==> src/cmd_handler_defs.vh <==
// Constants for the custom command handler of a vicinity transponder.
// Assumes a 125 MHz core clock and an upstream frame decoder.
`ifndef CMD_HANDLER_DEFS_VH
`define CMD_HANDLER_DEFS_VH

`define CLK_MHZ          125
`define CMD_KILL         8'hb9
`define CMD_PRIV_ON      8'hba
`define CMD_PRIV_OFF     8'hbb
`define CMD_RAND_ON      8'hbe
`define CMD_RAND_OFF     8'hbf
`define CMD_FAST_READ    8'hc3
`define CMD_LOGIN        8'he4
`define ERR_NOT_ALLOWED  8'h0f
`define ERR_BAD_PASSWORD 8'h0f
`define NVM_SEL_KILL     2'h0
`define NVM_SEL_PRIV     2'h1
`define NVM_SEL_RAND     2'h2
`define UID_W            64
`define UID_RAND_W       40
`define LFSR_SEED        40'h5a5a_c3c3_01
`define LFSR_TAPS        40'h80_0000_0015
`define CNT_W            24
`define CNT_ONE          24'h00_0001
`define CNT_ZERO         24'h00_0000

`endif

==> src/uid_randomizer.v <==
// Random low part of the identifier, one snapshot per power-up.
// Assumes entropy_bit is already synchronised to sys_clk.
`timescale 1ns/1ns
`include "cmd_handler_defs.vh"

module uid_randomizer
(
  input  wire                   sys_clk,
  input  wire                   reset,
  input  wire                   entropy_bit,
  input  wire                   capture,
  output reg  [`UID_RAND_W-1:0] rand_part_ff
);

  reg  [`UID_RAND_W-1:0] lfsr_ff;
  wire [`UID_RAND_W-1:0] nxt_lfsr;
  wire                   feedback;

  assign feedback = ^(lfsr_ff & `LFSR_TAPS) ^ entropy_bit;
  assign nxt_lfsr = {lfsr_ff[`UID_RAND_W-2:0], feedback};

  // Free running; arrival time of first request adds entropy
  always @(posedge sys_clk)
  begin
    if (reset)
    begin
      lfsr_ff      <= `LFSR_SEED;
      rand_part_ff <= `LFSR_SEED;
    end
    else
    begin
      lfsr_ff <= nxt_lfsr;
      if (capture)
        rand_part_ff <= lfsr_ff;
    end
  end

endmodule

==> src/secure_custom_command_handler.v <==
// Custom command interpreter: kill, privacy, random identifier,
// fast multi-block read and login.
// Assumes a frame decoder delivers checked requests as one-cycle
// pulses and an NVM controller performs the requested bit writes.
`timescale 1ns/1ns
`include "cmd_handler_defs.vh"

module secure_custom_command_handler
#(
  parameter T_KILL_US      = 20000,
  parameter T_PRIV_ON_US   = 20000,
  parameter T_PRIV_OFF_US  = 20000,
  parameter T_RAND_ON_US   = 20000,
  parameter T_RAND_OFF_US  = 20000
)
(
  input  wire                   sys_clk,
  input  wire                   reset,
  input  wire                   req_valid,
  input  wire [7:0]             req_cmd,
  input  wire                   req_crc_ok,
  input  wire                   req_option,
  input  wire                   req_addressed,
  input  wire [`UID_W-1:0]      req_uid,
  input  wire [31:0]            req_password,
  input  wire                   selected_state,
  input  wire                   reader_eof,
  input  wire [31:0]            stored_password,
  input  wire [`UID_W-1:0]      fixed_uid,
  input  wire                   nv_kill,
  input  wire                   nv_privacy,
  input  wire                   nv_random,
  input  wire                   entropy_pin,
  output reg                    rsp_valid_ff,
  output reg                    rsp_error_ff,
  output reg  [7:0]             rsp_code_ff,
  output reg                    rsp_fast_read_ff,
  output reg                    nvm_wr_ff,
  output reg  [1:0]             nvm_sel_ff,
  output reg                    nvm_val_ff,
  output reg                    busy_ff,
  output reg                    dead_ff,
  output reg                    secure_ff,
  output reg                    privacy_ff,
  output reg                    random_en_ff,
  output reg  [`UID_W-1:0]      active_uid_ff,
  output reg  [`UID_W-1:0]      sysinfo_uid_ff
);

  localparam [1:0] ST_IDLE = 2'h0;
  localparam [1:0] ST_PROG = 2'h1;
  localparam [1:0] ST_EOF  = 2'h2;

  // Products at full width, the counter keeps the low bits
  localparam [31:0] KILL_PROD     = T_KILL_US * `CLK_MHZ;
  localparam [31:0] PRIV_ON_PROD  = T_PRIV_ON_US * `CLK_MHZ;
  localparam [31:0] PRIV_OFF_PROD = T_PRIV_OFF_US * `CLK_MHZ;
  localparam [31:0] RAND_ON_PROD  = T_RAND_ON_US * `CLK_MHZ;
  localparam [31:0] RAND_OFF_PROD = T_RAND_OFF_US * `CLK_MHZ;

  localparam [`CNT_W-1:0] KILL_CYC      = KILL_PROD[`CNT_W-1:0];
  localparam [`CNT_W-1:0] PRIV_ON_CYC   = PRIV_ON_PROD[`CNT_W-1:0];
  localparam [`CNT_W-1:0] PRIV_OFF_CYC  = PRIV_OFF_PROD[`CNT_W-1:0];
  localparam [`CNT_W-1:0] RAND_ON_CYC   = RAND_ON_PROD[`CNT_W-1:0];
  localparam [`CNT_W-1:0] RAND_OFF_CYC  = RAND_OFF_PROD[`CNT_W-1:0];

  // Commands that program a non-volatile bit
  function is_write_cmd;
    input [7:0] cmd;
    begin
      is_write_cmd = (cmd == `CMD_KILL) || (cmd == `CMD_PRIV_ON) ||
                     (cmd == `CMD_PRIV_OFF) || (cmd == `CMD_RAND_ON) ||
                     (cmd == `CMD_RAND_OFF);
    end
  endfunction

  // Write commands that also need addressed or selected state
  function needs_address;
    input [7:0] cmd;
    begin
      needs_address = (cmd == `CMD_KILL) || (cmd == `CMD_RAND_ON) ||
                      (cmd == `CMD_RAND_OFF);
    end
  endfunction

  // Programming time of each write command
  function [`CNT_W-1:0] prog_cycles;
    input [7:0] cmd;
    begin
      case (cmd)
        `CMD_KILL:     prog_cycles = KILL_CYC;
        `CMD_PRIV_ON:  prog_cycles = PRIV_ON_CYC;
        `CMD_PRIV_OFF: prog_cycles = PRIV_OFF_CYC;
        `CMD_RAND_ON:  prog_cycles = RAND_ON_CYC;
        default:       prog_cycles = RAND_OFF_CYC;
      endcase
    end
  endfunction

  reg  [1:0]              state_ff;
  reg  [1:0]              nxt_state;
  reg  [`CNT_W-1:0]       cnt_ff;
  reg  [`CNT_W-1:0]       nxt_cnt;
  reg                     load_ff;
  reg                     first_req_ff;
  reg                     entropy_meta_ff;
  reg                     entropy_ff;
  wire [`UID_RAND_W-1:0]  rand_part;
  wire [`UID_W-1:0]       rand_uid;
  wire                    uid_match;
  wire                    accept;
  wire                    addr_ok;
  wire                    pw_match;
  wire                    capture;

  // Next values of the registered outputs
  reg                     nxt_rsp_valid;
  reg                     nxt_rsp_error;
  reg  [7:0]              nxt_rsp_code;
  reg                     nxt_rsp_fast;
  reg                     nxt_nvm_wr;
  reg  [1:0]              nxt_nvm_sel;
  reg                     nxt_nvm_val;
  reg                     nxt_secure;
  reg                     nxt_privacy;
  reg                     nxt_random;

  // Entropy pin is asynchronous
  always @(posedge sys_clk)
  begin
    if (reset)
    begin
      entropy_meta_ff <= 1'b0;
      entropy_ff      <= 1'b0;
    end
    else
    begin
      entropy_meta_ff <= entropy_pin;
      entropy_ff      <= entropy_meta_ff;
    end
  end

  // First request after reset freezes the random part
  assign capture = first_req_ff & req_valid;

  uid_randomizer u_rand
  (
    .sys_clk      (sys_clk),
    .reset        (reset),
    .entropy_bit  (entropy_ff),
    .capture      (capture),
    .rand_part_ff (rand_part)
  );

  // Maker prefix stays fixed, low part is random
  assign rand_uid = {fixed_uid[`UID_W-1:`UID_RAND_W], rand_part};

  // Addressed requests match the identifier presented to readers
  assign uid_match = req_uid == active_uid_ff;
  assign addr_ok   = (req_addressed & uid_match) | selected_state;
  assign pw_match  = req_password == stored_password;

  // Dead device and undecodable frames are dropped; state untouched
  assign accept = req_valid & req_crc_ok & ~dead_ff & ~load_ff &
                  (state_ff == ST_IDLE) &
                  (~req_addressed | uid_match);

  always @*
  begin
    nxt_state     = state_ff;
    nxt_cnt       = cnt_ff;
    nxt_rsp_valid = 1'b0;
    nxt_rsp_error = 1'b0;
    nxt_rsp_code  = rsp_code_ff;
    nxt_rsp_fast  = 1'b0;
    nxt_nvm_wr    = 1'b0;
    nxt_nvm_sel   = nvm_sel_ff;
    nxt_nvm_val   = nvm_val_ff;
    nxt_secure    = secure_ff;
    nxt_privacy   = privacy_ff;
    nxt_random    = random_en_ff;
    case (state_ff)
      ST_IDLE:
      begin
        if (accept && is_write_cmd(req_cmd))
        begin
          if (!secure_ff ||
              (needs_address(req_cmd) && !addr_ok))
          begin
            // Refused: answer flags plus code, nothing programmed
            nxt_rsp_valid = 1'b1;
            nxt_rsp_error = 1'b1;
            nxt_rsp_code  = `ERR_NOT_ALLOWED;
          end
          else
          begin
            nxt_nvm_wr = 1'b1;
            nxt_cnt    = prog_cycles(req_cmd);
            nxt_state  = req_option ? ST_EOF : ST_PROG;
            case (req_cmd)
              `CMD_KILL:
              begin
                nxt_nvm_sel = `NVM_SEL_KILL;
                nxt_nvm_val = 1'b1;
              end
              `CMD_PRIV_ON:
              begin
                nxt_nvm_sel = `NVM_SEL_PRIV;
                nxt_nvm_val = 1'b1;
                nxt_privacy = 1'b1;
              end
              `CMD_PRIV_OFF:
              begin
                nxt_nvm_sel = `NVM_SEL_PRIV;
                nxt_nvm_val = 1'b0;
                nxt_privacy = 1'b0;
              end
              `CMD_RAND_ON:
              begin
                nxt_nvm_sel = `NVM_SEL_RAND;
                nxt_nvm_val = 1'b1;
                nxt_random  = 1'b1;
              end
              default:
              begin
                nxt_nvm_sel = `NVM_SEL_RAND;
                nxt_nvm_val = 1'b0;
                nxt_random  = 1'b0;
              end
            endcase
          end
        end
        else if (accept && req_cmd == `CMD_LOGIN)
        begin
          nxt_rsp_valid = 1'b1;
          if (pw_match)
            nxt_secure = 1'b1;
          else
          begin
            // Mismatch reports error, secure mode kept as is
            nxt_rsp_error = 1'b1;
            nxt_rsp_code  = `ERR_BAD_PASSWORD;
          end
        end
        else if (accept && req_cmd == `CMD_FAST_READ)
        begin
          // Read path serves the blocks at the fast return rate
          nxt_rsp_valid = 1'b1;
          nxt_rsp_fast  = 1'b1;
        end
      end
      ST_PROG:
      begin
        if (cnt_ff <= `CNT_ONE)
        begin
          nxt_cnt       = `CNT_ZERO;
          nxt_rsp_valid = 1'b1;
          nxt_state     = ST_IDLE;
        end
        else
          nxt_cnt = cnt_ff - `CNT_ONE;
      end
      ST_EOF:
      begin
        // Reader is trusted to have waited the programming time
        if (reader_eof)
        begin
          nxt_rsp_valid = 1'b1;
          nxt_state     = ST_IDLE;
        end
      end
      default:
        nxt_state = ST_IDLE;
    endcase
  end

  always @(posedge sys_clk)
  begin
    if (reset)
    begin
      state_ff         <= ST_IDLE;
      cnt_ff           <= `CNT_ZERO;
      load_ff          <= 1'b1;
      first_req_ff     <= 1'b1;
      rsp_valid_ff     <= 1'b0;
      rsp_error_ff     <= 1'b0;
      rsp_code_ff      <= 8'h00;
      rsp_fast_read_ff <= 1'b0;
      nvm_wr_ff        <= 1'b0;
      nvm_sel_ff       <= `NVM_SEL_KILL;
      nvm_val_ff       <= 1'b0;
      busy_ff          <= 1'b0;
      dead_ff          <= 1'b0;
      secure_ff        <= 1'b0;
      privacy_ff       <= 1'b0;
      random_en_ff     <= 1'b0;
    end
    else if (load_ff)
    begin
      // Non-volatile bits sampled once after power-on reset
      load_ff      <= 1'b0;
      dead_ff      <= nv_kill;
      privacy_ff   <= nv_privacy;
      random_en_ff <= nv_random;
    end
    else
    begin
      if (req_valid)
        first_req_ff <= 1'b0;
      state_ff         <= nxt_state;
      cnt_ff           <= nxt_cnt;
      rsp_valid_ff     <= nxt_rsp_valid;
      rsp_error_ff     <= nxt_rsp_error;
      rsp_code_ff      <= nxt_rsp_code;
      rsp_fast_read_ff <= nxt_rsp_fast;
      nvm_wr_ff        <= nxt_nvm_wr;
      nvm_sel_ff       <= nxt_nvm_sel;
      nvm_val_ff       <= nxt_nvm_val;
      busy_ff          <= nxt_state != ST_IDLE;
      secure_ff        <= nxt_secure;
      privacy_ff       <= nxt_privacy;
      random_en_ff     <= nxt_random;
    end
  end

  // Identifier views follow the feature, the sysinfo view also secure mode
  always @(posedge sys_clk)
  begin
    if (reset)
    begin
      active_uid_ff  <= {`UID_W{1'b0}};
      sysinfo_uid_ff <= {`UID_W{1'b0}};
    end
    else
    begin
      active_uid_ff  <= random_en_ff ? rand_uid : fixed_uid;
      sysinfo_uid_ff <= (random_en_ff && !secure_ff) ?
                        rand_uid : fixed_uid;
    end
  end

endmodule

==> config.mk <==
export PLATFORM = sky130hd
export DESIGN_NAME = secure_custom_command_handler
export DESIGN_NICKNAME = d
export VERILOG_FILES = /design/src/uid_randomizer.v /design/src/secure_custom_command_handler.v
export VERILOG_INCLUDE_DIRS = /design/src /design/src/src
export SDC_FILE = /design/constraint.sdc
export NUM_CORES = 1
export LEC_CHECK = 0
export ABC_AREA = 1
export BUFFER_PORTS_ARGS = -buffer_cell sky130_fd_sc_hd__buf_2
export CAP_MARGIN = 20
export CORE_MARGIN = 4
export CORE_UTILIZATION = 45
export DETAILED_ROUTE_END_ITERATION = 10
export PLACE_DENSITY_LB_ADDON = 0.05
export SLEW_MARGIN = 20
export SYNTH_ARGS = -nofsm -noshare
export SYNTH_HDL_FRONTEND = slang
export SYNTH_SLANG_ARGS = --single-unit
export TNS_END_PERCENT = 10
==> constraint.sdc <==
create_clock -name sys_clk -period 2 [get_ports sys_clk]
set_clock_uncertainty 0.15 [all_clocks]
set_input_delay 0.3 -clock sys_clk [delete_from_list [all_inputs] [get_ports sys_clk]]
set_output_delay 0.3 -clock sys_clk [all_outputs]
set_load 0.03 [all_outputs]
Yosys cells after proc, flatten, opt, wreduce, memory -nomap -nowiden
Index checks and enable logic that the tools add are counted.

Reduce and logical (&&, ||, !) cells: 32. Bitwise logic cells: 15. $lt $le $gt $ge: 1. Muxes and demuxes: 46. $add $sub $neg: 1. Equal/unequal tests: 17.

Operators with widths (count): $mux W40 (2); $mux W24 (3); $eq A64 B64 Y1 (1); $eq A8 B8 Y1 const B (7); $pmux W24 S2 (1); $reduce_xor A40 Y1 (1); $eq A32 B32 Y1 (1); $mux W8 (4); $mux W1 (26); $le A24 B1 Y1 const B (1); $sub A24 B1 Y24 const B (1); $reduce_and A4 Y1 (4); $mux W2 (5); $reduce_and A5 Y1 (2); $reduce_bool A2 Y1 (5); $ne A2 B1 Y1 const B (4); $and A1 B1 Y1 (7); $logic_or A1 B1 Y1 (7); $pmux W2 S3 (1); $reduce_or A3 Y1 (2); $logic_and A1 B1 Y1 (5); $not A1 Y1 (5); $ne A2 B2 Y1 const B (2); $pmux W1 S2 (2); other kinds (11) (13).

Bits of input ports: 212. Output and inout bits: 148. Bits in registers: 258.

Logic depth before layout (Yosys ltp)
Gate-level depths: netlist (run 1).

Word-level depth: 10. Mapped depth: 19. Mapped depth without buffers: 18.

Hierarchy
From an unflattened synthesis (run 1), not the netlist that was laid out.

Cells, all modules: 1519. Area, all modules: 10492.6 µm².

By module, submodules not included: secure_custom_command_handler (instances 1, area an instance 7882.6 µm², cells each 1245); uid_randomizer (instances 1, area an instance 2610.0 µm², cells each 274).

Worst setup path after synthesis (run 1)
No wires, ideal clock.

Path kind: register to register. Start: register active_uid_ff[17]. End: register cnt_ff[19]. Path buffers: 1. Cell stages (with the launch flop): 19. Period minus slack after synthesis: 2.277 ns. Setup slack: -0.277 ns. Arrival time: 1.995 ns. Library setup time: 0.132 ns. Cells stage by stage: dfxtp_1 > inv_1 > nand2_1 > nand2_1 > nor2_1 > nand2_1 > nor2_1 > nand2_1 > nor2_1 > nand2_1 > nand2_2 > nand3_4 > nor2_8 > inv_4 > nand2_8 > nand2_4 > buf_2 > nand2_1 > a21oi_1.

Cells in the longest elaborated chain, start to end: 8. Elaborated cells on any way between the ends: 12. Classes of those cells: 3 x eq/ne; 4 x bitwise; 5 x reduce/logical.

Ends and longest elaborated chain: start, declared (line secure_custom_command_handler.v:46) `` output reg [`UID_W-1:0] active_uid_ff, ``; start signal, assigned (line secure_custom_command_handler.v:331) `` active_uid_ff <= {`UID_W{1'b0}}; ``; start signal, assigned (line secure_custom_command_handler.v:336) `active_uid_ff <= random_en_ff ? rand_uid : fixed_uid;`; $eq A64 B64 Y1 * (line secure_custom_command_handler.v:159) `assign uid_match = req_uid == active_uid_ff;`; $and A1 B1 Y1 (line secure_custom_command_handler.v:160) `assign addr_ok = (req_addressed & uid_match) | selected_state;`; $or A1 B1 Y1 (line secure_custom_command_handler.v:160); $logic_not A1 Y1 (line secure_custom_command_handler.v:188) `(needs_address(req_cmd) && !addr_ok))`; $logic_and A1 B1 Y1 (line secure_custom_command_handler.v:188); $logic_or A1 B1 Y1 (line secure_custom_command_handler.v:187) `if (!secure_ff ||`; $ne A2 B2 Y1 (no line); $reduce_and A4 Y1 (no line) *; end signal, assigned (line secure_custom_command_handler.v:282) `` cnt_ff <= `CNT_ZERO; ``; end signal, assigned (line secure_custom_command_handler.v:311) `cnt_ff <= nxt_cnt;`; end, declared (line secure_custom_command_handler.v:102) `` reg [`CNT_W-1:0] cnt_ff; ``.

Mark *: on every way between the ends. The rest lies on a longest branch, timed or not. A chain may end at the register's enable or synchronous reset.

Worst setup path in the final report (run 1)
Start: register active_uid_ff[31]. End: register cnt_ff[9].

The elaborated chain is that of the path after synthesis.

==> impl.org, run 1 <==
** Setup path
- Nature of the critical path endpoint :: flip-flop
- Biggest cell delay along the critical path :: 340 ps
- Worst Setup Start Kind :: flip-flop
- The critical path in this run is classified as flip-flop to flip-flop.
- Walking the worst path, the cells encountered are inv_1 > nand2_1 > nand2_1 > nor2_1 > nand2_2 > nor2_4 > nand2_2 > nor2_4 > nand3_2 > nand2_2 > nand2_4 > nor2_8 > inv_4 > nand2_8 > nand2_8 > buf_12 > nand2_1 > a21oi_1.
- Cell with the biggest individual delay on the critical path :: dfxtp_4
- Required time of the critical path :: 2230 ps
- Data on the critical path arrives at its endpoint at 2510 ps.
- Crit-path max FO :: 14

** Power
- Peak supply drop :: 0.605 mV
- Total power divided by cell area :: 777 nW/um2
- The analysis attributes to cell leakage a power of 7.74 nW.

** Route
- For this block, the routed nets add up to 32.1 mm of wire.
- DR DRC count :: 0
- Detailed-routing iteration count for the pre-antenna-repair pass :: 5
- In this run, the number of DRC markers left after iteration 0 of detailed routing was 578.
- After detailed routing, the average wire length per cell comes to 14.2 um.
- After detailed routing, the number of vias per cell comes to 4.71.
- DRT antenna net count :: 0
- The routed layout has around 11000 vias.

** Synth
- Async set-or-reset flop fraction in the synthesized netlist :: 0%
- The most used flip-flop cell after synthesis is dfxtp_1.
- The cell area that synthesis handed to floorplanning was 10200 um2.
- Top-count cell post-synth :: nand2_1
- Number of warnings printed during yosys synthesis :: 0
- Area leader, netlist :: dfxtp_1
- Cell variety after synth :: 40
- Yosys top cell area share :: 44.5%
- Counting flops and latches in the post-synthesis netlist gives 227.
- By count the netlist is led by 365 x nand2_1, 288 x nor2_1, 227 x dfxtp_1.
- Synthesis produced ~1500 cells.
- Averaged over all synthesized cells, the footprint is 6.84 um2.
- After synthesis, the cell types taking the most area are dfxtp_1 45%, nand2_1 13%, nor2_1 11%, inv_1 6.8%, a21oi_1 3.8%.
- After synthesis, flip-flops and latches occupy ~45% of the total area.
- The synthesized design contains 0 enable-type register cells.

** Finish
- Count of antenna diodes in the layout :: 0
- Fill cells :: 2010
- Area used by sequential logic in the layout :: 4740 um2
- Share of final-layout standard cells stronger than drive strength 1 :: 32.7%
- The finished layout holds 2252 standard cells, fillers aside.
- # nets final :: 2168
- Layout area overhead :: 43.3%
- Footprint of the multi-input gates :: between 4000 and 5000 um2
- For this run, the share of the core covered by cells in the final layout is 66.2%.

** Placed design
- Routability-driven placement congestion ratio :: 0.932
- DPL Wire Length :: 22.9 mm
- In this run, placement finished with an instance count of 2133.
- Buffers placed on the I/O ports in this run total 355.

** Outcome
- The final reports fail on negative hold slack, negative setup slack.
- The run finished, with violations left.

** Global route
- Initial antenna violation count :: 0
- For this run the aggregate overflow at the end of global routing stands at 0.
- The number of global-route vias before repair was 10284.
- Maximum number of pins on one net before global-route repair :: around 100
- First-pass GRT wire length :: 49.7 mm
- In the global route stage, overall resource usage came out at 24.2%.

** Timing
- The final count of hold timing violations came to 1.
- Min setup slack post-route :: -282 ps
- The max-slew violation count was 0.
- Setup violations remaining at the end of the flow were counted as 37.
- After layout, the minimum clock period comes to 2280 ps.
- Fmax :: 438 MHz
- Setup repair after global routing could not meet its margin everywhere.
- Hold_ws :: -30.5 ps
- Of the available clock period, the critical path in the final layout requires 114%.

** Clock network
- Clock tree from TritonCTS :: yes
- Clock insertion delay at the later pin of the skew report :: slightly above 500 ps
- Clock Sinks :: 227
- Maximum buffer depth of the clock tree :: 3
- CTS placed an instance of clkbuf_16 at the clock tree root.
- Counting the buffers created by CTS gives 24.
- Depth of the CTS H-tree :: 1
- Clock-pin transition on the worst setup and hold timing paths :: 60 ps

** Die
- Total number of placement rows :: 54
- Std-Cell Core Area :: between 20000 and 25000 um2
- The die is 159 um wide.
- The floorplan step defined a die boundary enclosing 25200 um2.
- In this run the vertical extent of the chip is 159 um.
- Count of pins on the block boundary :: 360
- The initial utilization of the core area, before any placement, comes to 46.2%.

** Worst hold path
- Worst hold path class :: input port to flip-flop

** Job
- Across the run, the number of max-cap violations was 0.
==> path summary, 6_finish.rpt <==
kind	from	to	slack, ps	cells after the start
max	active_uid_ff[31]$_SDFF_PP0_	cnt_ff[9]$_SDFFE_PP0P_	-280	18
min reg2reg	entropy_meta_ff$_SDFF_PP0_	entropy_ff$_SDFF_PP0_	260	2
max reg2reg	active_uid_ff[31]$_SDFF_PP0_	cnt_ff[9]$_SDFFE_PP0P_	-280	18
min	req_cmd[2]	rsp_fast_read_ff$_SDFFE_PP0N_	-30	4
==> cells by family (layout without fill, tap and decap cells) <==
logic type,Yosys count,in the layout,synth area share [%]
AOI/OAI and AO/OA,173,173,8.89
xor gates and xnor gates,55,55,4.72
adders and majority gates,2,2,0.245
buffers and inverters,281,758,11.6
DFF,227,227,44.5
other,1,4,0.0367
and+or+nand+nor,753,753,30.0
==> critical path, delay by kind of cell, from the launching register on <==
| family | cells | cell delay, ps |
|---|---|---|
| and+or+nand+nor | 14 | 1330 |
| DFF | 1 | 340 |
| buffers and inverters | 3 | 250 |
| AOI/OAI and AO/OA | 1 | 50 |
==> power by group <==
| part | internal (mW) | switching (mW) | leakage (nW) |
|---|---|---|---|
| logic | 0.732 | 1.14 | 5.42 |
| registers | 4.78 | 0.158 | 1.91 |
| clock network | 2.73 | 1.82 | 0.409 |
==> stage by stage <==
step	TNS, ps	worst slack, ps	power (mW)	area, um2
2_1_floorplan	-927	-71.0	6.09	10400
3_3_place_gp	-14990	-461	6.73	12800
3_5_place_dp	-16830	-522	6.76	12800
4_1_cts	-6010	-220	11.4	14500
5_1_grt	-12630	-419	11.9	14600
6_report	-7670	-282	11.4	14600
==> per-layer routing <==
metal	vias up	global-route usage, %	wire (um)
li1	5434	-	-
met1	4841	30.9	13900
met2	285	42.8	15500
met3	51	3.70	1960
met4	0	5.97	607
met5	-	0	0
==> state kept, by name, summed over array words and instances (netlist names), 2 cells and up <==
| signal | flops |
|---|---|
| nvm_sel_ff | 2 |
| u_rand.lfsr_ff | 40 |
| state_ff | 2 |
| u_rand.rand_part_ff | 40 |
| cnt_ff | 24 |
| sysinfo_uid_ff | 40 |
| active_uid_ff | 64 |
==> cell usage in the layout (no fill, tap or decap), types with 27 or more instances in the layout <==
cell type      Yosys  final
buf_2              1    354
nand2_1          365    342
nor2_1           288    265
inv_1            186    183
dfxtp_1          227    162
buf_4             32     81
o21ai_0           77     75
dlygate4sd3_1      0     74
a21oi_1           78     72
dfxtp_4            0     46
nand3_1           47     45
xor2_1            41     41
clkbuf_16          0     27
==> final cells by class <==
class	count	share of cell area, %
Clock inverter	9	0.548
Sequential cell	227	32.4
Tap cell	280	2.40
Clock buffer	35	5.10
Multi-Input combinational cell	987	32.1
Timing Repair Buffer	518	22.3
Inverter	196	5.05
==> timing repair <==
action | CTS | global route
endpoints found under the setup margin | 38 | 39
hold endpoints to repair | 119 | 9
hold buffers | 73 | 1
pin swaps | 12 | 22
setup buffers | 0 | 1
resized for setup | 29 | 43
Power figures use the tool's default switching activity.
==> run 2, diff against run 1 <==
--- a/config.mk
+++ b/config.mk
@@ -10,7 +10,7 @@
 export BUFFER_PORTS_ARGS = -buffer_cell sky130_fd_sc_hd__buf_2
 export CAP_MARGIN = 20
 export CORE_MARGIN = 4
-export CORE_UTILIZATION = 45
+export CORE_UTILIZATION = 50
 export DETAILED_ROUTE_END_ITERATION = 10
 export PLACE_DENSITY_LB_ADDON = 0.05
 export SLEW_MARGIN = 20
==> constraint.sdc (replaced) <==
create_clock -name sys_clk -period 2.15 [get_ports sys_clk]
set_clock_uncertainty 0.15 [all_clocks]
set_input_delay 0.3225 -clock sys_clk [delete_from_list [all_inputs] [get_ports sys_clk]]
set_output_delay 0.3225 -clock sys_clk [all_outputs]
set_load 0.03 [all_outputs]
==> impl.org, run 2 (synthesis gave the netlist of run 1 again) <==
** Outcome
- Outcome :: finished, violations left
- The final reports fail on negative setup slack.

** Route
- The first routing iteration left between 400 and 500 violations.
- Detailed-routing iteration count for the pre-antenna-repair pass :: 5
- Routed wire length per instance :: 14.1 um
- Routed wire length :: about 31 mm
- Using the TritonRoute via totals, the vias-per-cell ratio works out to 4.78.
- DRT antenna net count :: 0
- DR DRC count :: 0
- The routed layout has 10624 vias.

** Clock network
- Post-CTS setup buffers :: 0
- The number of clock buffers added by TritonCTS is 24.
- Clock-pin transition on the worst setup and hold timing paths :: 60 ps
- Cell chosen for the clock root :: clkbuf_16
- Maximum buffer depth of the clock tree :: 3
- Depth of the CTS H-tree :: 1
- Clock Sinks :: 227
- TritonCTS built the clock tree.
- The clock reaches the later pin of the worst-skew pair after 500 ps.

** Job
- Across the run, the number of max-cap violations was 0.

** Finish
- The register with the most flip-flops in the layout has 64 of them.
- Compared with the post-synthesis result, the final layout area differs by 41.1%.
- Leaving out fill and tap cells, the most frequent cell in the layout is buf_2.
- Cells fill 72.8% of the core in the end.
- The register with the most flip-flops in the final layout is active_uid_ff.
- Share of final-layout standard cells stronger than drive strength 1 :: between 30 and 40%
- Commonest non-fill, non-tap cells in the layout :: 354 x buf_2, 337 x nand2_1, 269 x nor2_1
- Post-layout instance area :: about 14000 um2
- Number of non-filler instances in the completed layout :: ~2200
- For this run, the post-layout net count is 2155.

** Die
- Once the floorplan was initialized, standard cells occupied 51.6% of the core.
- From bottom edge to top edge, the die measures 151 um.
- The core region is 19800 um2.
- The floorplan has 51 rows.
- Count of pins on the block boundary :: 360
- Die Outline Area :: between 20000 and 25000 um2
- Width of the chip :: 151 um

** Timing
- Setup repair after global routing could not meet its margin everywhere.
- The max-slew violation count was 0.
- Headroom to the max-slew limit came out at 61.4%.
- Fmax :: 439 MHz
- Setup violations remaining at the end of the flow were counted as 29.
- Hold_ws :: 46.0 ps
- Fin crit share :: 106%
- Final number of hold-violating endpoints :: 0
- At the pin with the least slew margin, the transition time is 578 ps.
- Once routing completed, OpenROAD measured the worst setup slack at -130 ps.
- Counting I/O delays and the setup requirement, the final critical path takes about 2300 ps.

** Setup path
- The worst setup path is launched from a flip-flop.
- In this run the critical register-to-register path is captured at cnt_ff[4]$_SDFFE_PP0P_.
- Crit-path max FO :: 5
- Nature of the critical path endpoint :: flip-flop
- The largest single stage delay on the critical path is 340 ps.
- STA puts the critical path data required time at about 2400 ps.
- Data on the critical path arrives at its endpoint at 2570 ps.
- Setup slack of the worst register-to-register path :: -130 ps
- Cell with the biggest individual delay on the critical path :: dfxtp_2
- The signal on the critical path passes through inv_1 > nand2_1 > nand2_1 > nor2_1 > nand2_2 > nor2_4 > nand2_2 > nor2_4 > nand3_2 > nand2_2 > nand2_4 > nor2_8 > inv_4 > nand2_8 > nand2_8 > clkbuf_16 > nand2_2 > nand2_1 > nor2_1.
- Worst flop-to-flop path startpoint :: active_uid_ff[26]$_SDFF_PP0_
- Cells on worst reg2reg path :: 19
- Classification of the worst setup path :: flip-flop to flip-flop
- Most numerous cell on the critical path :: nand2_2

** Power
- Dividing total power by cell area gives a power density of 732 nW/um2.
- Peak supply drop :: between 0.6 and 0.7 mV
- For this design the static power due to leakage is 7.67 nW.

** Worst hold path
- The path class of the tightest hold or removal check is input port to flip-flop.
- The worst hold path begins at reset.
- The worst hold path passes through 3 cells.
- Worst-case hold path end point :: first_req_ff$_SDFFE_PP1P_

** Placed design
- Routability-driven placement finished with a final weighted congestion of about 0.95.
- Port-buffer cells :: 355
- At the placement stage, the worst setup path has a slack of -559 ps.
- Cell count after placement :: around 2100
- After detailed placement, the total cell area comes to approximately 13000 um2.
- DPL Wire Length :: between 20 and 25 mm

** Global route
- Initial antenna violation count :: 1
- First-pass GRT wire length :: 47.5 mm
- Entering global routing, the biggest net connects 130 pins.
- Global routing used 3.80% of the available met3 tracks.
- Busiest layer in global routing :: met2
- Vias in the first global route :: 9958
- Met2 routing resource usage after global routing :: 45.6%
- Global route total overflow :: 0
- Global routing used 25.9% of the available tracks.
- Global routing used about a third of the available met1 tracks.
## run 2: cell types whose count changed in the layout (fill, tap and decap cells not counted), sizes merged
cell         delta
buf            -10
bufinv          +1
clkbuf          +4
clkinv          -4
diode           +1
dlygate4sd3     -5
## run 2: how the worst max path moves through the flow
stage | startpoint | endpoint | slack [ps] | cells after the start
after global routing | active_uid_ff[18]$_SDFF_PP0_ | cnt_ff[15]$_SDFFE_PP0P_ | -260 | 19
final | active_uid_ff[26]$_SDFF_PP0_ | cnt_ff[4]$_SDFFE_PP0P_ | -130 | 19
after floorplan | active_uid_ff[49]$_SDFF_PP0_ | cnt_ff[19]$_SDFFE_PP0P_ | 0.3 | 18
after CTS | active_uid_ff[8]$_SDFF_PP0_ | cnt_ff[22]$_SDFFE_PP0P_ | -110 | 18
after detailed placement | req_uid[9] | random_en_ff$_SDFFE_PP0P_ | -560 | 18
after global placement | req_uid[9] | random_en_ff$_SDFFE_PP0P_ | -560 | 18
## run 2: worst max-delay path, delay by kind of cell (launching register included)
kind	cells	cell delay, ps
AND/OR/NAND/NOR	16	1430
buffers and inverters	3	280
flip-flops	1	340
## run 2: area by class of cell
class	instances	area (um2)
Inverter	196	738
Tap cell	265	332
Clock inverter	6	88.8
Antenna cell	1	2.50
Fill cell	1624	5380
Multi-Input combinational cell	987	4690
Sequential cell	227	4660
Clock buffer	37	731
Timing Repair Buffer	505	3160
## run 2: per-stage QoR
step / setup TNS [ps] / power (mW)
after floorplan: 0 / 5.68
after CTS: -2080 / 10.6
after global placement: -17120 / 6.27
after detailed placement: -18040 / 6.29
after global routing: -7260 / 11.0
final: -2410 / 10.5
## run 2: what timing repair did
action                                 in CTS  in global routing
endpoints found under the hold margin     108                  0
resized for setup                          20                 49
pin swaps                                  10                 23
setup endpoints to repair                  38                 37
hold buffers                               69                  0
gates cloned                                0                  2
## run 2: power by group
group / total, mW / switching, mW / internal, mW
registers: 4.62 / 0.150 / 4.47
clock network: 4.20 / 1.62 / 2.58
logic: 1.72 / 1.06 / 0.665
## run 2: per-layer routing
layer	share of wire, %	wire [um]	up-vias
li1	-	-	5430
met5	0	0	-
met3	5.7	1800	63
met4	2.5	770	0
met1	44	13700	4824
met2	48	15200	307
